==> config.mk <==
export PLATFORM = sky130hd
export DESIGN_NAME = uepo_top
export DESIGN_NICKNAME = d
export VERILOG_FILES = /design/src/uepo_pkg.sv /design/src/uepo_osc_gate.sv /design/src/uepo_top.sv
export SDC_FILE = /design/constraint.sdc
export NUM_CORES = 1
export LEC_CHECK = 0
export BUFFER_PORTS_ARGS = -buffer_cell sky130_fd_sc_hd__buf_2
export CAP_MARGIN = 30
export CORE_UTILIZATION = 41
export CTS_BUF_LIST = sky130_fd_sc_hd__clkbuf_4
export DETAILED_ROUTE_END_ITERATION = 10
export PLACE_DENSITY = 0.79
export SYNTH_ARGS = -nofsm -noshare
export SYNTH_HDL_FRONTEND = slang
export SYNTH_SLANG_ARGS = --single-unit
==> constraint.sdc <==
create_clock -name pclk -period 1 [get_ports pclk]
set_clock_uncertainty 0.05 [all_clocks]
set_input_delay 0.05 -clock pclk [delete_from_list [all_inputs] [get_ports pclk]]
set_output_delay 0.05 -clock pclk [all_outputs]
set_load 0.05 [all_outputs]
==> src/uepo_pkg.sv <==
// Summary of operation
// Endpoint flags active only for bulk/interrupt
// Good packet sets receive ready, locks
// Write one clears receive ready, unlocks
// Write one sets transmit ready, enables
// Host ACK clears transmit ready, locks
// Upper status bits zero; both resets clear
// Four read-only error flags, upper zero
// Start of packet clears error flags
// Bus reset keeps oscillator bits
// Control zero powers down oscillator, PLL
// Control honoured only while enable set
// Enable bit permits or blocks control
// Stop needs select flag and stop/subclock
// Oscillator runs while processor needs it
// Core reset flag cleared, firmware releases
// Locked endpoint answers NAK
// Zero writes and error writes ignored
package uepo_pkg;
  localparam logic [15:0] uepo_usb_packet_error_flags_addr = 16'h1a39;
  localparam logic [15:0] uepo_oscillator_powerdown_test_addr = 16'h1a3a;
  localparam logic [15:0] uepo_endpoint_three_status_addr = 16'h1a63;
  localparam logic [15:0] uepo_ctrl_addr = 16'h1a40;
  localparam logic [15:0] uepo_irq_stat_addr = 16'h1a44;
  localparam logic [15:0] uepo_irq_mask_addr = 16'h1a48;
  localparam int uepo_rx_rdy_bit = 0;
  localparam int uepo_tx_rdy_bit = 1;
  localparam int uepo_pd_ctl_bit = 1;
  localparam int uepo_pd_en_bit = 2;
  localparam int uepo_core_rst_bit = 0;
  localparam int uepo_err_stuff_bit = 0;
  localparam int uepo_err_dcrc_bit = 1;
  localparam int uepo_err_acrc_bit = 2;
  localparam int uepo_err_pid_bit = 3;
  localparam int uepo_irq_rx_bit = 0;
  localparam int uepo_irq_ack_bit = 1;
  localparam int uepo_irq_err_bit = 2;
  localparam logic [7:0] uepo_byte_reset = 8'h00;
  localparam logic [2:0] uepo_irq_reset = 3'h0;
  localparam logic [1:0] uepo_ep_bulk = 2'h2;
  localparam logic [1:0] uepo_ep_intr = 2'h3;
  typedef enum logic [1:0] {
    uepo_idle = 2'b00,
    uepo_ack = 2'b01,
    uepo_nak = 2'b10
  } uepo_hs_type;
endpackage

==> src/uepo_osc_gate.sv <==
`timescale 1ns/1ps
`default_nettype none
module uepo_osc_gate (
  input wire logic pclk, // Clock
  input wire logic presetn, // Async reset, active low
  input wire logic pd_enable, // Power down enable bit
  input wire logic pd_control, // Power down control bit
  input wire logic osc_select, // Standby osc select flag
  input wire logic cpu_stop, // Processor in stop mode
  input wire logic cpu_subclk, // Processor on subclock
  output logic osc_run // Oscillator and PLL run
);
  logic want_down;
  assign want_down = pd_enable && !pd_control;
  always_ff @(posedge pclk or negedge presetn) begin
    if (!presetn) begin
      osc_run <= 1'b1;
    end else begin
      // Processor clock demand overrides the request
      osc_run <= !(want_down && osc_select && (cpu_stop || cpu_subclk));
    end
  end
  a_osc_needed: assert property (@(posedge pclk) disable iff (!presetn)
    (!cpu_stop && !cpu_subclk) |=> osc_run)
    else $error("oscillator stopped while needed");
  a_osc_stop: assert property (@(posedge pclk) disable iff (!presetn)
    (pd_enable && !pd_control && osc_select && cpu_stop) |=> !osc_run)
    else $error("oscillator not stopped");
  a_osc_block: assert property (@(posedge pclk) disable iff (!presetn)
    !pd_enable |=> osc_run)
    else $error("power down not blocked");
endmodule
`default_nettype wire

==> src/uepo_top.sv <==
// The implementer's own choice: the APB interface to the registers.
`timescale 1ns/1ps
`default_nettype none
module uepo_top (
  input wire logic pclk, // APB clock
  input wire logic presetn, // Async reset, active low
  input wire logic psel, // APB select
  input wire logic penable, // APB enable
  input wire logic pwrite, // APB direction
  input wire logic [15:0] paddr, // APB byte address
  input wire logic [31:0] pwdata, // APB write data
  output logic [31:0] prdata, // APB read data
  output logic pready, // APB ready
  output logic pslverr, // APB error
  input wire logic usb_bus_reset, // USB bus reset pulse
  input wire logic [1:0] ep3_type, // Endpoint three transfer type
  input wire logic rx_good, // Error-free OUT packet done
  input wire logic host_ack, // Host ACK for IN data
  input wire logic rx_token, // OUT data arriving for ep3
  input wire logic in_token, // IN token for ep3
  input wire logic sop_seen, // Start of packet pulse
  input wire logic [3:0] err_seen, // Stuff, dcrc, acrc, pid pulses
  input wire logic osc_select_pin, // Standby osc select, async
  input wire logic cpu_stop_pin, // Stop mode, async
  input wire logic cpu_subclk_pin, // Subclock running, async
  output logic [1:0] handshake, // Handshake code to packet engine
  output logic rx_enable, // Ep3 may accept data
  output logic tx_enable, // Ep3 may transmit
  output logic usb_core_rst_n, // USB core reset, active low
  output logic osc_run, // Oscillator and PLL run
  output logic irq // Interrupt, level high
);
  import uepo_pkg::*;

  ////////////////////////////////////////////////////////////////////////////
  logic rx_rdy;
  logic tx_rdy;
  logic [3:0] err_flags;
  logic pd_en;
  logic pd_ctl;
  logic core_rel;
  logic [2:0] irq_stat;
  logic [2:0] irq_mask;
  logic [2:0] sync_a;
  logic [2:0] sync_b;
  logic ep_valid;
  logic wr_acc;
  logic rd_acc;
  logic [7:0] wbyte;
  logic [2:0] next_irq_stat;
  logic [31:0] next_prdata;
  logic known;

  // Register index to aligned word address; low bits must be zero
  function automatic logic hit(input logic [15:0] a, input logic [15:0] r);
    hit = (a == {r[13:0], 2'h0});
  endfunction

  assign ep_valid = (ep3_type == uepo_ep_bulk) || (ep3_type == uepo_ep_intr);
  assign wr_acc = psel && penable && pwrite;
  assign rd_acc = psel && !penable && !pwrite;
  assign wbyte = pwdata[7:0];

  ////////////////////////////////////////////////////////////////////////////
  // Level inputs from other clock domains
  always_ff @(posedge pclk or negedge presetn) begin
    if (!presetn) begin
      sync_a <= 3'h0;
      sync_b <= 3'h0;
    end else begin
      sync_a <= {cpu_subclk_pin, cpu_stop_pin, osc_select_pin};
      sync_b <= sync_a;
    end
  end

  ////////////////////////////////////////////////////////////////////////////
  // Endpoint three ready flags; hardware event wins over firmware write
  always_ff @(posedge pclk or negedge presetn) begin
    if (!presetn) begin
      rx_rdy <= 1'b0;
      tx_rdy <= 1'b0;
    end else if (usb_bus_reset) begin
      rx_rdy <= 1'b0;
      tx_rdy <= 1'b0;
    end else begin
      if (ep_valid && rx_good) begin
        rx_rdy <= 1'b1;
      end else if (wr_acc && hit(paddr, uepo_endpoint_three_status_addr) && wbyte[uepo_rx_rdy_bit]) begin
        rx_rdy <= 1'b0;
      end
      if (ep_valid && host_ack) begin
        tx_rdy <= 1'b0;
      end else if (wr_acc && hit(paddr, uepo_endpoint_three_status_addr) && wbyte[uepo_tx_rdy_bit]) begin
        tx_rdy <= 1'b1;
      end
    end
  end

  // Lock and handshake toward the packet engine
  always_ff @(posedge pclk or negedge presetn) begin
    if (!presetn) begin
      rx_enable <= 1'b0;
      tx_enable <= 1'b0;
      handshake <= uepo_idle;
    end else begin
      rx_enable <= ep_valid && !rx_rdy;
      tx_enable <= ep_valid && tx_rdy;
      if (ep_valid && ((rx_token && rx_rdy) || (in_token && !tx_rdy))) begin
        handshake <= uepo_nak;
      end else if (ep_valid && rx_token) begin
        handshake <= uepo_ack;
      end else begin
        handshake <= uepo_idle;
      end
    end
  end

  ////////////////////////////////////////////////////////////////////////////
  // Error flags: SOP clears, but an error in the same cycle still lands
  always_ff @(posedge pclk or negedge presetn) begin
    if (!presetn) begin
      err_flags <= 4'h0;
    end else if (usb_bus_reset) begin
      err_flags <= 4'h0;
    end else if (sop_seen) begin
      err_flags <= err_seen;
    end else begin
      err_flags <= err_flags | err_seen;
    end
  end

  ////////////////////////////////////////////////////////////////////////////
  // Oscillator test byte survives bus reset
  always_ff @(posedge pclk or negedge presetn) begin
    if (!presetn) begin
      pd_en <= 1'b0;
      pd_ctl <= 1'b0;
    end else if (wr_acc && hit(paddr, uepo_oscillator_powerdown_test_addr)) begin
      pd_en <= wbyte[uepo_pd_en_bit];
      pd_ctl <= wbyte[uepo_pd_ctl_bit];
    end
  end

  // Core reset release flag; cleared by every system reset
  always_ff @(posedge pclk or negedge presetn) begin
    if (!presetn) begin
      core_rel <= 1'b0;
      usb_core_rst_n <= 1'b0;
    end else begin
      if (wr_acc && hit(paddr, uepo_ctrl_addr)) begin
        core_rel <= wbyte[uepo_core_rst_bit];
      end
      usb_core_rst_n <= core_rel;
    end
  end

  uepo_osc_gate u_osc (
    .pclk(pclk),
    .presetn(presetn),
    .pd_enable(pd_en),
    .pd_control(pd_ctl),
    .osc_select(sync_b[0]),
    .cpu_stop(sync_b[1]),
    .cpu_subclk(sync_b[2]),
    .osc_run(osc_run)
  );

  ////////////////////////////////////////////////////////////////////////////
  // Interrupts: write one to clear, new event wins
  always_comb begin
    next_irq_stat = irq_stat;
    if (wr_acc && hit(paddr, uepo_irq_stat_addr)) begin
      next_irq_stat = irq_stat & ~wbyte[2:0];
    end
    if (ep_valid && rx_good) begin
      next_irq_stat[uepo_irq_rx_bit] = 1'b1;
    end
    if (ep_valid && host_ack) begin
      next_irq_stat[uepo_irq_ack_bit] = 1'b1;
    end
    if (|err_seen) begin
      next_irq_stat[uepo_irq_err_bit] = 1'b1;
    end
  end

  always_ff @(posedge pclk or negedge presetn) begin
    if (!presetn) begin
      irq_stat <= uepo_irq_reset;
      irq_mask <= uepo_irq_reset;
      irq <= 1'b0;
    end else begin
      irq_stat <= next_irq_stat;
      if (wr_acc && hit(paddr, uepo_irq_mask_addr)) begin
        irq_mask <= wbyte[2:0];
      end
      irq <= |(next_irq_stat & irq_mask);
    end
  end

  ////////////////////////////////////////////////////////////////////////////
  // APB read mux; data registered in setup, one wait-free access phase
  always_comb begin
    next_prdata = 32'h0;
    known = 1'b1;
    if (hit(paddr, uepo_endpoint_three_status_addr)) begin
      next_prdata[1:0] = ep_valid ? {tx_rdy, rx_rdy} : 2'h0;
    end else if (hit(paddr, uepo_usb_packet_error_flags_addr)) begin
      next_prdata[3:0] = err_flags;
    end else if (hit(paddr, uepo_oscillator_powerdown_test_addr)) begin
      next_prdata[2:1] = {pd_en, pd_ctl};
    end else if (hit(paddr, uepo_ctrl_addr)) begin
      next_prdata[0] = core_rel;
    end else if (hit(paddr, uepo_irq_stat_addr)) begin
      next_prdata[2:0] = irq_stat;
    end else if (hit(paddr, uepo_irq_mask_addr)) begin
      next_prdata[2:0] = irq_mask;
    end else begin
      known = 1'b0;
    end
  end

  always_ff @(posedge pclk or negedge presetn) begin
    if (!presetn) begin
      prdata <= 32'h0;
      pready <= 1'b0;
      pslverr <= 1'b0;
    end else begin
      if (rd_acc) begin
        prdata <= next_prdata;
      end
      pready <= psel && !penable;
      pslverr <= psel && !penable && !known;
    end
  end

  ////////////////////////////////////////////////////////////////////////////
  // Endpoint three flags, lock and handshake
  a_rx_lock: assert property (@(posedge pclk) disable iff (!presetn)
    (ep_valid && rx_good && !usb_bus_reset) |=> rx_rdy ##1 !rx_enable)
    else $error("receive ready not set");
  a_rx_keep: assert property (@(posedge pclk) disable iff (!presetn)
    (rx_rdy && !usb_bus_reset
     && !(wr_acc && hit(paddr, uepo_endpoint_three_status_addr) && wbyte[uepo_rx_rdy_bit]))
    |=> rx_rdy)
    else $error("receive lock dropped");
  a_rx_clear: assert property (@(posedge pclk) disable iff (!presetn)
    (wr_acc && hit(paddr, uepo_endpoint_three_status_addr) && wbyte[uepo_rx_rdy_bit] && !rx_good)
    |=> !rx_rdy)
    else $error("receive ready not cleared");
  a_rx_unlock: assert property (@(posedge pclk) disable iff (!presetn)
    (ep_valid && !rx_rdy) |=> rx_enable)
    else $error("receive not enabled");
  a_rx_ack: assert property (@(posedge pclk) disable iff (!presetn)
    (ep_valid && rx_token && !rx_rdy && !in_token) |=> handshake == uepo_ack)
    else $error("open endpoint not acked");
  a_tx_set: assert property (@(posedge pclk) disable iff (!presetn)
    (wr_acc && hit(paddr, uepo_endpoint_three_status_addr) && wbyte[uepo_tx_rdy_bit] && !host_ack
     && !usb_bus_reset) |=> tx_rdy)
    else $error("transmit ready not set");
  a_tx_keep: assert property (@(posedge pclk) disable iff (!presetn)
    (tx_rdy && !host_ack && !usb_bus_reset) |=> tx_rdy)
    else $error("transmit ready dropped");
  a_tx_allow: assert property (@(posedge pclk) disable iff (!presetn)
    (ep_valid && tx_rdy) |=> tx_enable)
    else $error("transmit not enabled");
  a_tx_ack: assert property (@(posedge pclk) disable iff (!presetn)
    (ep_valid && host_ack && !usb_bus_reset) |=> !tx_rdy ##1 !tx_enable)
    else $error("transmit ready not cleared");
  a_zero_write: assert property (@(posedge pclk) disable iff (!presetn)
    (wr_acc && hit(paddr, uepo_endpoint_three_status_addr) && wbyte[1:0] == 2'h0 && !rx_good
     && !host_ack && !usb_bus_reset) |=> $stable({rx_rdy, tx_rdy}))
    else $error("zero write changed flags");
  a_nak_locked: assert property (@(posedge pclk) disable iff (!presetn)
    (ep_valid && in_token && !tx_rdy) |=> handshake == uepo_nak)
    else $error("locked endpoint not naked");
  a_rx_nak: assert property (@(posedge pclk) disable iff (!presetn)
    (ep_valid && rx_token && rx_rdy) |=> handshake == uepo_nak)
    else $error("full endpoint not naked");
  a_ep_quiet: assert property (@(posedge pclk) disable iff (!presetn)
    !ep_valid |=> (!rx_enable && !tx_enable && handshake == uepo_idle))
    else $error("unconfigured endpoint active");
  a_ep_ignore: assert property (@(posedge pclk) disable iff (!presetn)
    (!ep_valid && !usb_bus_reset && !(wr_acc && hit(paddr, uepo_endpoint_three_status_addr)))
    |=> ($stable(rx_rdy) && $stable(tx_rdy)))
    else $error("unconfigured endpoint flag moved");
  a_ep_read_mask: assert property (@(posedge pclk) disable iff (!presetn)
    (rd_acc && hit(paddr, uepo_endpoint_three_status_addr) && !ep_valid) |=> prdata == 32'h0)
    else $error("unconfigured endpoint read nonzero");
  a_ep_upper: assert property (@(posedge pclk) disable iff (!presetn)
    (rd_acc && hit(paddr, uepo_endpoint_three_status_addr)) |=> prdata[31:2] == 30'h0)
    else $error("status upper bits nonzero");
  a_bus_reset: assert property (@(posedge pclk) disable iff (!presetn)
    (usb_bus_reset && !(wr_acc && hit(paddr, uepo_oscillator_powerdown_test_addr)))
    |=> (!rx_rdy && !tx_rdy && $stable(pd_en)))
    else $error("bus reset handling wrong");

  // Packet error flags
  a_err_sticky: assert property (@(posedge pclk) disable iff (!presetn)
    (!sop_seen && !usb_bus_reset)
    |=> err_flags == ($past(err_flags) | $past(err_seen)))
    else $error("error flag lost or invented");
  a_err_sop_keep: assert property (@(posedge pclk) disable iff (!presetn)
    (sop_seen && !usb_bus_reset) |=> err_flags == $past(err_seen))
    else $error("error at start of packet wrong");
  a_sop_clear: assert property (@(posedge pclk) disable iff (!presetn)
    (sop_seen && err_seen == 4'h0) |=> err_flags == 4'h0)
    else $error("error flags not cleared");
  a_err_bus: assert property (@(posedge pclk) disable iff (!presetn)
    usb_bus_reset |=> err_flags == 4'h0)
    else $error("error flags kept over bus reset");
  a_err_ro: assert property (@(posedge pclk) disable iff (!presetn)
    (wr_acc && hit(paddr, uepo_usb_packet_error_flags_addr) && !sop_seen && !usb_bus_reset
     && err_seen == 4'h0) |=> $stable(err_flags))
    else $error("error flags written");
  a_err_upper: assert property (@(posedge pclk) disable iff (!presetn)
    (rd_acc && hit(paddr, uepo_usb_packet_error_flags_addr)) |=> prdata[31:4] == 28'h0)
    else $error("error upper bits nonzero");

  // Oscillator test byte and core release
  a_osc_bus_keep: assert property (@(posedge pclk) disable iff (!presetn)
    (usb_bus_reset && !(wr_acc && hit(paddr, uepo_oscillator_powerdown_test_addr)))
    |=> $stable(pd_ctl))
    else $error("bus reset changed power down control");
  a_pd_en_set: assert property (@(posedge pclk) disable iff (!presetn)
    (wr_acc && hit(paddr, uepo_oscillator_powerdown_test_addr) && wbyte[uepo_pd_en_bit]) |=> pd_en)
    else $error("power down enable not set");
  a_pd_en_clr: assert property (@(posedge pclk) disable iff (!presetn)
    (wr_acc && hit(paddr, uepo_oscillator_powerdown_test_addr) && !wbyte[uepo_pd_en_bit]) |=> !pd_en)
    else $error("power down enable not cleared");
  a_pd_ctl_set: assert property (@(posedge pclk) disable iff (!presetn)
    (wr_acc && hit(paddr, uepo_oscillator_powerdown_test_addr) && wbyte[uepo_pd_ctl_bit]) |=> pd_ctl)
    else $error("power down control not set");
  a_pd_ctl_clr: assert property (@(posedge pclk) disable iff (!presetn)
    (wr_acc && hit(paddr, uepo_oscillator_powerdown_test_addr) && !wbyte[uepo_pd_ctl_bit]) |=> !pd_ctl)
    else $error("power down control not cleared");
  a_pd_ctl_run: assert property (@(posedge pclk) disable iff (!presetn)
    pd_ctl |=> osc_run)
    else $error("oscillator stopped with control one");
  a_pd_off_run: assert property (@(posedge pclk) disable iff (!presetn)
    !pd_en |=> osc_run)
    else $error("oscillator stopped without enable");
  a_core_hold: assert property (@(posedge pclk) disable iff (!presetn)
    !core_rel |=> !usb_core_rst_n)
    else $error("core released early");
  a_core_release: assert property (@(posedge pclk) disable iff (!presetn)
    core_rel |=> usb_core_rst_n)
    else $error("core not released");

  // Interrupt and bus response
  a_irq_rx: assert property (@(posedge pclk) disable iff (!presetn)
    (ep_valid && rx_good) |=> irq_stat[uepo_irq_rx_bit])
    else $error("receive interrupt not set");
  a_irq_quiet: assert property (@(posedge pclk) disable iff (!presetn)
    (irq_mask == 3'h0) |=> !irq)
    else $error("masked interrupt raised");
  a_err_resp: assert property (@(posedge pclk) disable iff (!presetn)
    pslverr |-> pready)
    else $error("error response without ready");
endmodule
`default_nettype wire

# Word-level counts from Yosys, hierarchy flattened
# Index checks and enable logic that the tools add are counted.
[word_totals] regBits=34 inputBits=68 elab_cells=99
[classes] n_eq_ne=8 n_mux=31 n_bitwise=4 n_reduce_logical=37
[op_table] operator="$eq 16x15->1 const B" n=6
[op_table] operator="$logic_and 1x1->1" n=23
[op_table] operator="$mux 1" n=19
[op_table] operator="$mux 2" n=6
[op_table] operator="$mux 3" n=4
[op_table] operator="$mux 4" n=2
[op_table] operator="$logic_not 1->1" n=7
[op_table] operator="$and 3x3->3" n=2
[op_table] operator="$reduce_bool 3->1" n=2
[op_table] operator="$eq 2x2->1 const B" n=2
[op_table] operator="$or 4x4->4" n=1
[op_table] operator="$reduce_or 4->1" n=1
[op_table] operator="$logic_or 1x1->1" n=3
[op_table] operator="$not 3->3" n=1
[op_table] operator="$reduce_or 3->1" n=1

# Longest topological paths before layout
[depth] ltp_word=9 depth_mapped=5

# Modules after synthesis
# Synthesis repeated with hierarchy kept, for this count alone.
[unflattened] hier_cells=187 hier_area_um2=1908.1
[by_module_without_submodules] mod="uepo_top" n_inst=1 cells_per_inst=184 area_each_um2=1863.0 seq_area_each_um2=825.8
[by_module_without_submodules] mod="uepo_osc_gate" n_inst=1 cells_per_inst=3 area_each_um2=45.0 seq_area_each_um2=26.3

# Least setup slack after synthesis
# Ideal clock, no wire load.
[synth_path] path_kind="input port to flip-flop" startpoint="input port paddr[2]" endpoint="register irq_mask[0]" setup_ns=0.125 arrival_ns=1.385 required_ns=0.825 slack_ns=-0.560 path_stages=5 n_path_buf=1 path_cell_list="buf_6 or4b_4 nor3_4 nand4_2 mux2_2"
[synth_between] elab_chain_cells=2
[synth_rtl] item="start, declared" line_no="uepo_top.sv:10" rtl="input wire logic [15:0] paddr,"
[synth_rtl] item="$eq 16x15->1" line_no="uepo_top.sv:56" rtl="hit = (a == {r[13:0], 2'h0});"
[synth_rtl] item="$logic_and 1x1->1" line_no="uepo_top.sv:193" rtl="if (wr_acc && hit(paddr, uepo_irq_mask_addr)) begin"
[synth_rtl] item="end signal, assigned" line_no="uepo_top.sv:189" rtl="irq_mask <= uepo_irq_reset;"
[synth_rtl] item="end signal, assigned" line_no="uepo_top.sv:194" rtl="irq_mask <= wbyte[2:0];"
[synth_rtl] item="end, declared" line_no="uepo_top.sv:43" rtl="logic [2:0] irq_mask;"
# No other way between the ends.
# A chain may end at the register's enable or synchronous reset.

# Worst setup path in the final report
[layout_path] startpoint="input port paddr[9]" endpoint="register prdata[0]"
[layout_between] elab_chain_cells=7 word_cells_on_any_way=12 cone_classes="eq/ne (6); mux (6)"
[layout_rtl] item="$eq 16x15->1" line_no="uepo_top.sv:56"
[layout_rtl] item="$mux 3" line_no="uepo_top.sv:215" rtl="end else if (hit(paddr, uepo_irq_mask_addr)) begin"
[layout_rtl] item="$mux 3" line_no="uepo_top.sv:213" rtl="end else if (hit(paddr, uepo_irq_stat_addr)) begin"
[layout_rtl] item="$mux 1" line_no="uepo_top.sv:211" rtl="end else if (hit(paddr, uepo_ctrl_addr)) begin"
[layout_rtl] item="$mux 1" line_no="uepo_top.sv:209" rtl="end else if (hit(paddr, uepo_oscillator_powerdown_test_addr)) begin"
[layout_rtl] item="$mux 3" line_no="uepo_top.sv:207" rtl="end else if (hit(paddr, uepo_usb_packet_error_flags_addr)) begin"
[layout_rtl] item="$mux 2 *" line_no="uepo_top.sv:205" rtl="if (hit(paddr, uepo_endpoint_three_status_addr)) begin"
[layout_rtl] item="end signal, assigned" line_no="uepo_top.sv:229" rtl="prdata <= next_prdata;"
[layout_rtl] item="end, declared" line_no="uepo_top.sv:12" rtl="output logic [31:0] prdata,"
# Mark *: on every way between the ends. The rest lies on a longest branch, timed or not.

==> impl_metrics.tcl <==
set metrics [dict create \
    outcome "finished with violations" \
    violations "negative hold slack, negative setup slack" \
    crit_chain "buf_2 -> or3b_4 -> or4_4 -> or3_1 -> a31oi_1" \
    wl_per_cell_um 14.4 \
    initial_core_util 0.432 \
    area_delta_synth_final_pct 57.7 \
    htree_levels 2 \
    final_area_um2 2990 \
    finalCritPeriodShare 1.28 \
    num_rows 24 \
    post-place-cells 329 \
    p_total_mw 3.03 \
    fp.dieArea_um2 4900 \
    grt_pass1_vias 1750 \
    synth_area_per_cell_um2 10.2 \
    cp_slowest_stage_delay_ps 440 \
    wl_met2_um 2670 \
    dr.pass1.iters 4 \
    setup_violations 21 \
    met3WireLength_um 271 \
    endpoint_kind "flip-flop" \
    diodes 0 \
    fmax_ghz 0.784 \
    grt.total_usage 0.207 \
    dp_hpwl_um 3630 \
    hold_violations 1 \
    finalMaxSlewViolations 0 \
    crit_path_start_kind "input pin" \
    slowest_stage "or4_4" \
    hold_start "err_seen[1]" \
    hold_slack_ps -8.72 \
    ys_seq_area_frac 0.450 \
    fin_ws_ps -276 \
    cellPowerDensity_nw_per_um2 1010 \
    ys_warn_count 0 \
    place_area_um2 2500 \
    switching_share 0.342 \
    nNetsFinal 376 \
    power.share.clock 0.245 \
    required_ps 1230 \
    drc_errors 0 \
    die_h_um 70.0 \
    place_congestion 0.879 \
    cts_root_buf "clkbuf_4" \
    rr_startpoint "irq_stat[0]" \
    clock_path_buffers 2 \
    synthArstFlopShare 1.00 \
    drt_first_iter_violations 94 \
    cp_data_arrival_time_ps 1510 \
    path_clk_slew_ps 100 \
    die_w_um 70.0 \
    cts_sinks 34 \
    io_buffers 50 \
    antenna_found_initial 0 \
    ys.flop_type "dfrtp_1" \
    routed_wirelength_um 5190 \
    p_int_mw 1.99 \
    grt_pass1_wl_um 7900 \
    synthCells 186 \
    coreArea_um2 4380 \
    cts_tree "built" \
    avgViaCountPerCell 5.03 \
    instances_no_fill 361 \
    holdCritPathClass "input pin to flip-flop" \
    period_needed_ps 1280 \
    cts_made_buffers 5 \
    synth_edf_count 0 \
    synth.distinct_cells 53 \
    clk_latency_ps 350 \
    drv_cap 0 \
    grt_overflow 0 \
    vias 1815 \
    crit_path_max_fanout 3 \
    pwr-share-seq 0.474 \
    met1_length_um 2140 \
    n_fill_cell 327 \
    drive_gt1_frac 0.463 \
    routed.top_layer "met4" \
    io_pins 109 \
    postRouteAntennaNets 0 \
    synth_seq_cells 34 \
    rsz0062_at_grt "yes" \
    switchingPower_mw 1.04 \
    comb_power_share 0.281 \
    worstSetupStartpoint "paddr[9]" \
    synth_area_um2 1900 \
    p_leak_nw 1.43 \
    crit_type "input pin to flip-flop" \
    irDropWorstVdd_v 0.000582 \
    grt_max_degree 18 \
]
cell type report:
cell class              instances  area, µm²  share of cell area
clock buffers                   5       37.5              0.0126
clock inverters                 3       16.3             0.00544
inverters                       2       7.51             0.00251
multi-input cells             145       1050               0.352
flip-flops and latches         34        852               0.285
well taps                      52       65.1              0.0218
repair buffers                120        957               0.320
cells in the mapped netlist, types with 3 or more instances:
cell	number	area share
mux2_2	6	0.036
nand3_1	9	0.024
o21ai_0	6	0.016
and2_1	3	0.0099
a31oi_1	4	0.013
nor2b_1	6	0.020
nor4_1	5	0.017
a211oi_1	3	0.012
buf_4	28	0.11
nand2b_1	3	0.0099
nor2_1	12	0.024
a21oi_1	5	0.013
nand3b_1	5	0.020
dfrtp_1	33	0.44
nand2_1	8	0.016
power by group through the flow:
| stage | clock network [mW] | logic [mW] | registers [mW] |
|---|---|---|---|
| after floorplan | 0 | 0.455 | 1.52 |
| after global placement | 0 | 0.702 | 1.46 |
| after detailed placement | 0 | 0.711 | 1.46 |
| after CTS | 0.762 | 0.812 | 1.44 |
| after global routing | 0.827 | 0.901 | 1.44 |
| final | 0.743 | 0.851 | 1.44 |
path summary, 6_finish.rpt:
check	end	slack, ps	cells past startpoint
setup / recovery	prdata[0]	-280	5
max in group asynchronous	pd_ctl	390	3
hold reg to reg	sync_b[0]	310	0
min in group asynchronous	pslverr	90	2
hold / removal	irq_stat[2]	-9	3
setup reg to reg	prdata[0]	-190	4
placed cells by master, fill, tap and decap left out, types with 3 or more instances in the layout:
| cell type | n |
|---|---|
| buf_2 | 34 |
| dlygate4sd3_1 | 17 |
| buf_6 | 19 |
| nor2b_1 | 4 |
| conb_1 | 28 |
| mux2_2 | 4 |
| nor4_4 | 3 |
| and2_1 | 3 |
| a21oi_1 | 5 |
| nor2_1 | 12 |
| a31oi_1 | 3 |
| dfrtp_1 | 33 |
| buf_4 | 47 |
| nand2_1 | 8 |
| o21ai_1 | 4 |
| clkbuf_4 | 5 |
| nand3b_1 | 5 |
| nand3_1 | 7 |
state kept, by name, summed over array words and instances, names as in the netlist, 2 cells and up:
register and count:
err_flags 4, sync_b 3, handshake 2, sync_a 3, irq_mask 3, prdata 4
irq_stat 3
critical path: cells and delay by family:
family | cells | cell delay (ps)
AO/OA/AOI/OAI | 1 | 120
AND/OR/NAND/NOR | 3 | 1210
buffers and inverters | 1 | 120
per-layer routing:
layer,global-route usage,vias up
met1,0.257,867
li1,-,872
met2,0.353,64
met3,0.0390,12
met5,0,-
met4,0.0867,0
metrics by stage:
step / utilization / hold WS, ps / setup WS [ps] / TNS [ps]
floorplan: - / -296 / -511 / -5690
global placement: 0.571 / -62.7 / -644 / -8540
detailed placement: 0.571 / -60.2 / -661 / -8730
CTS: 0.663 / -124 / -252 / -2190
global route: 0.682 / 1.16 / -315 / -3440
finish: 0.682 / -8.72 / -276 / -2650
what timing repair did:
action,in CTS,in global routing
hold buffers,15,2
setup endpoints to repair,29,31
resized for setup,41,13
endpoints found under the hold margin,53,2
buffers inserted,6,1
pin swaps,12,9
kinds of logic after synthesis:
group / share of synthesized area
buffers and inverters: 0.127
other: 0.00198
AOI/OAI and AO/OA: 0.110
xor gates and xnor gates: 0.00462
and+or+nand+nor: 0.265
DFF: 0.450
muxes: 0.0409
No activity file was read; power rests on OpenSTA's default activity.
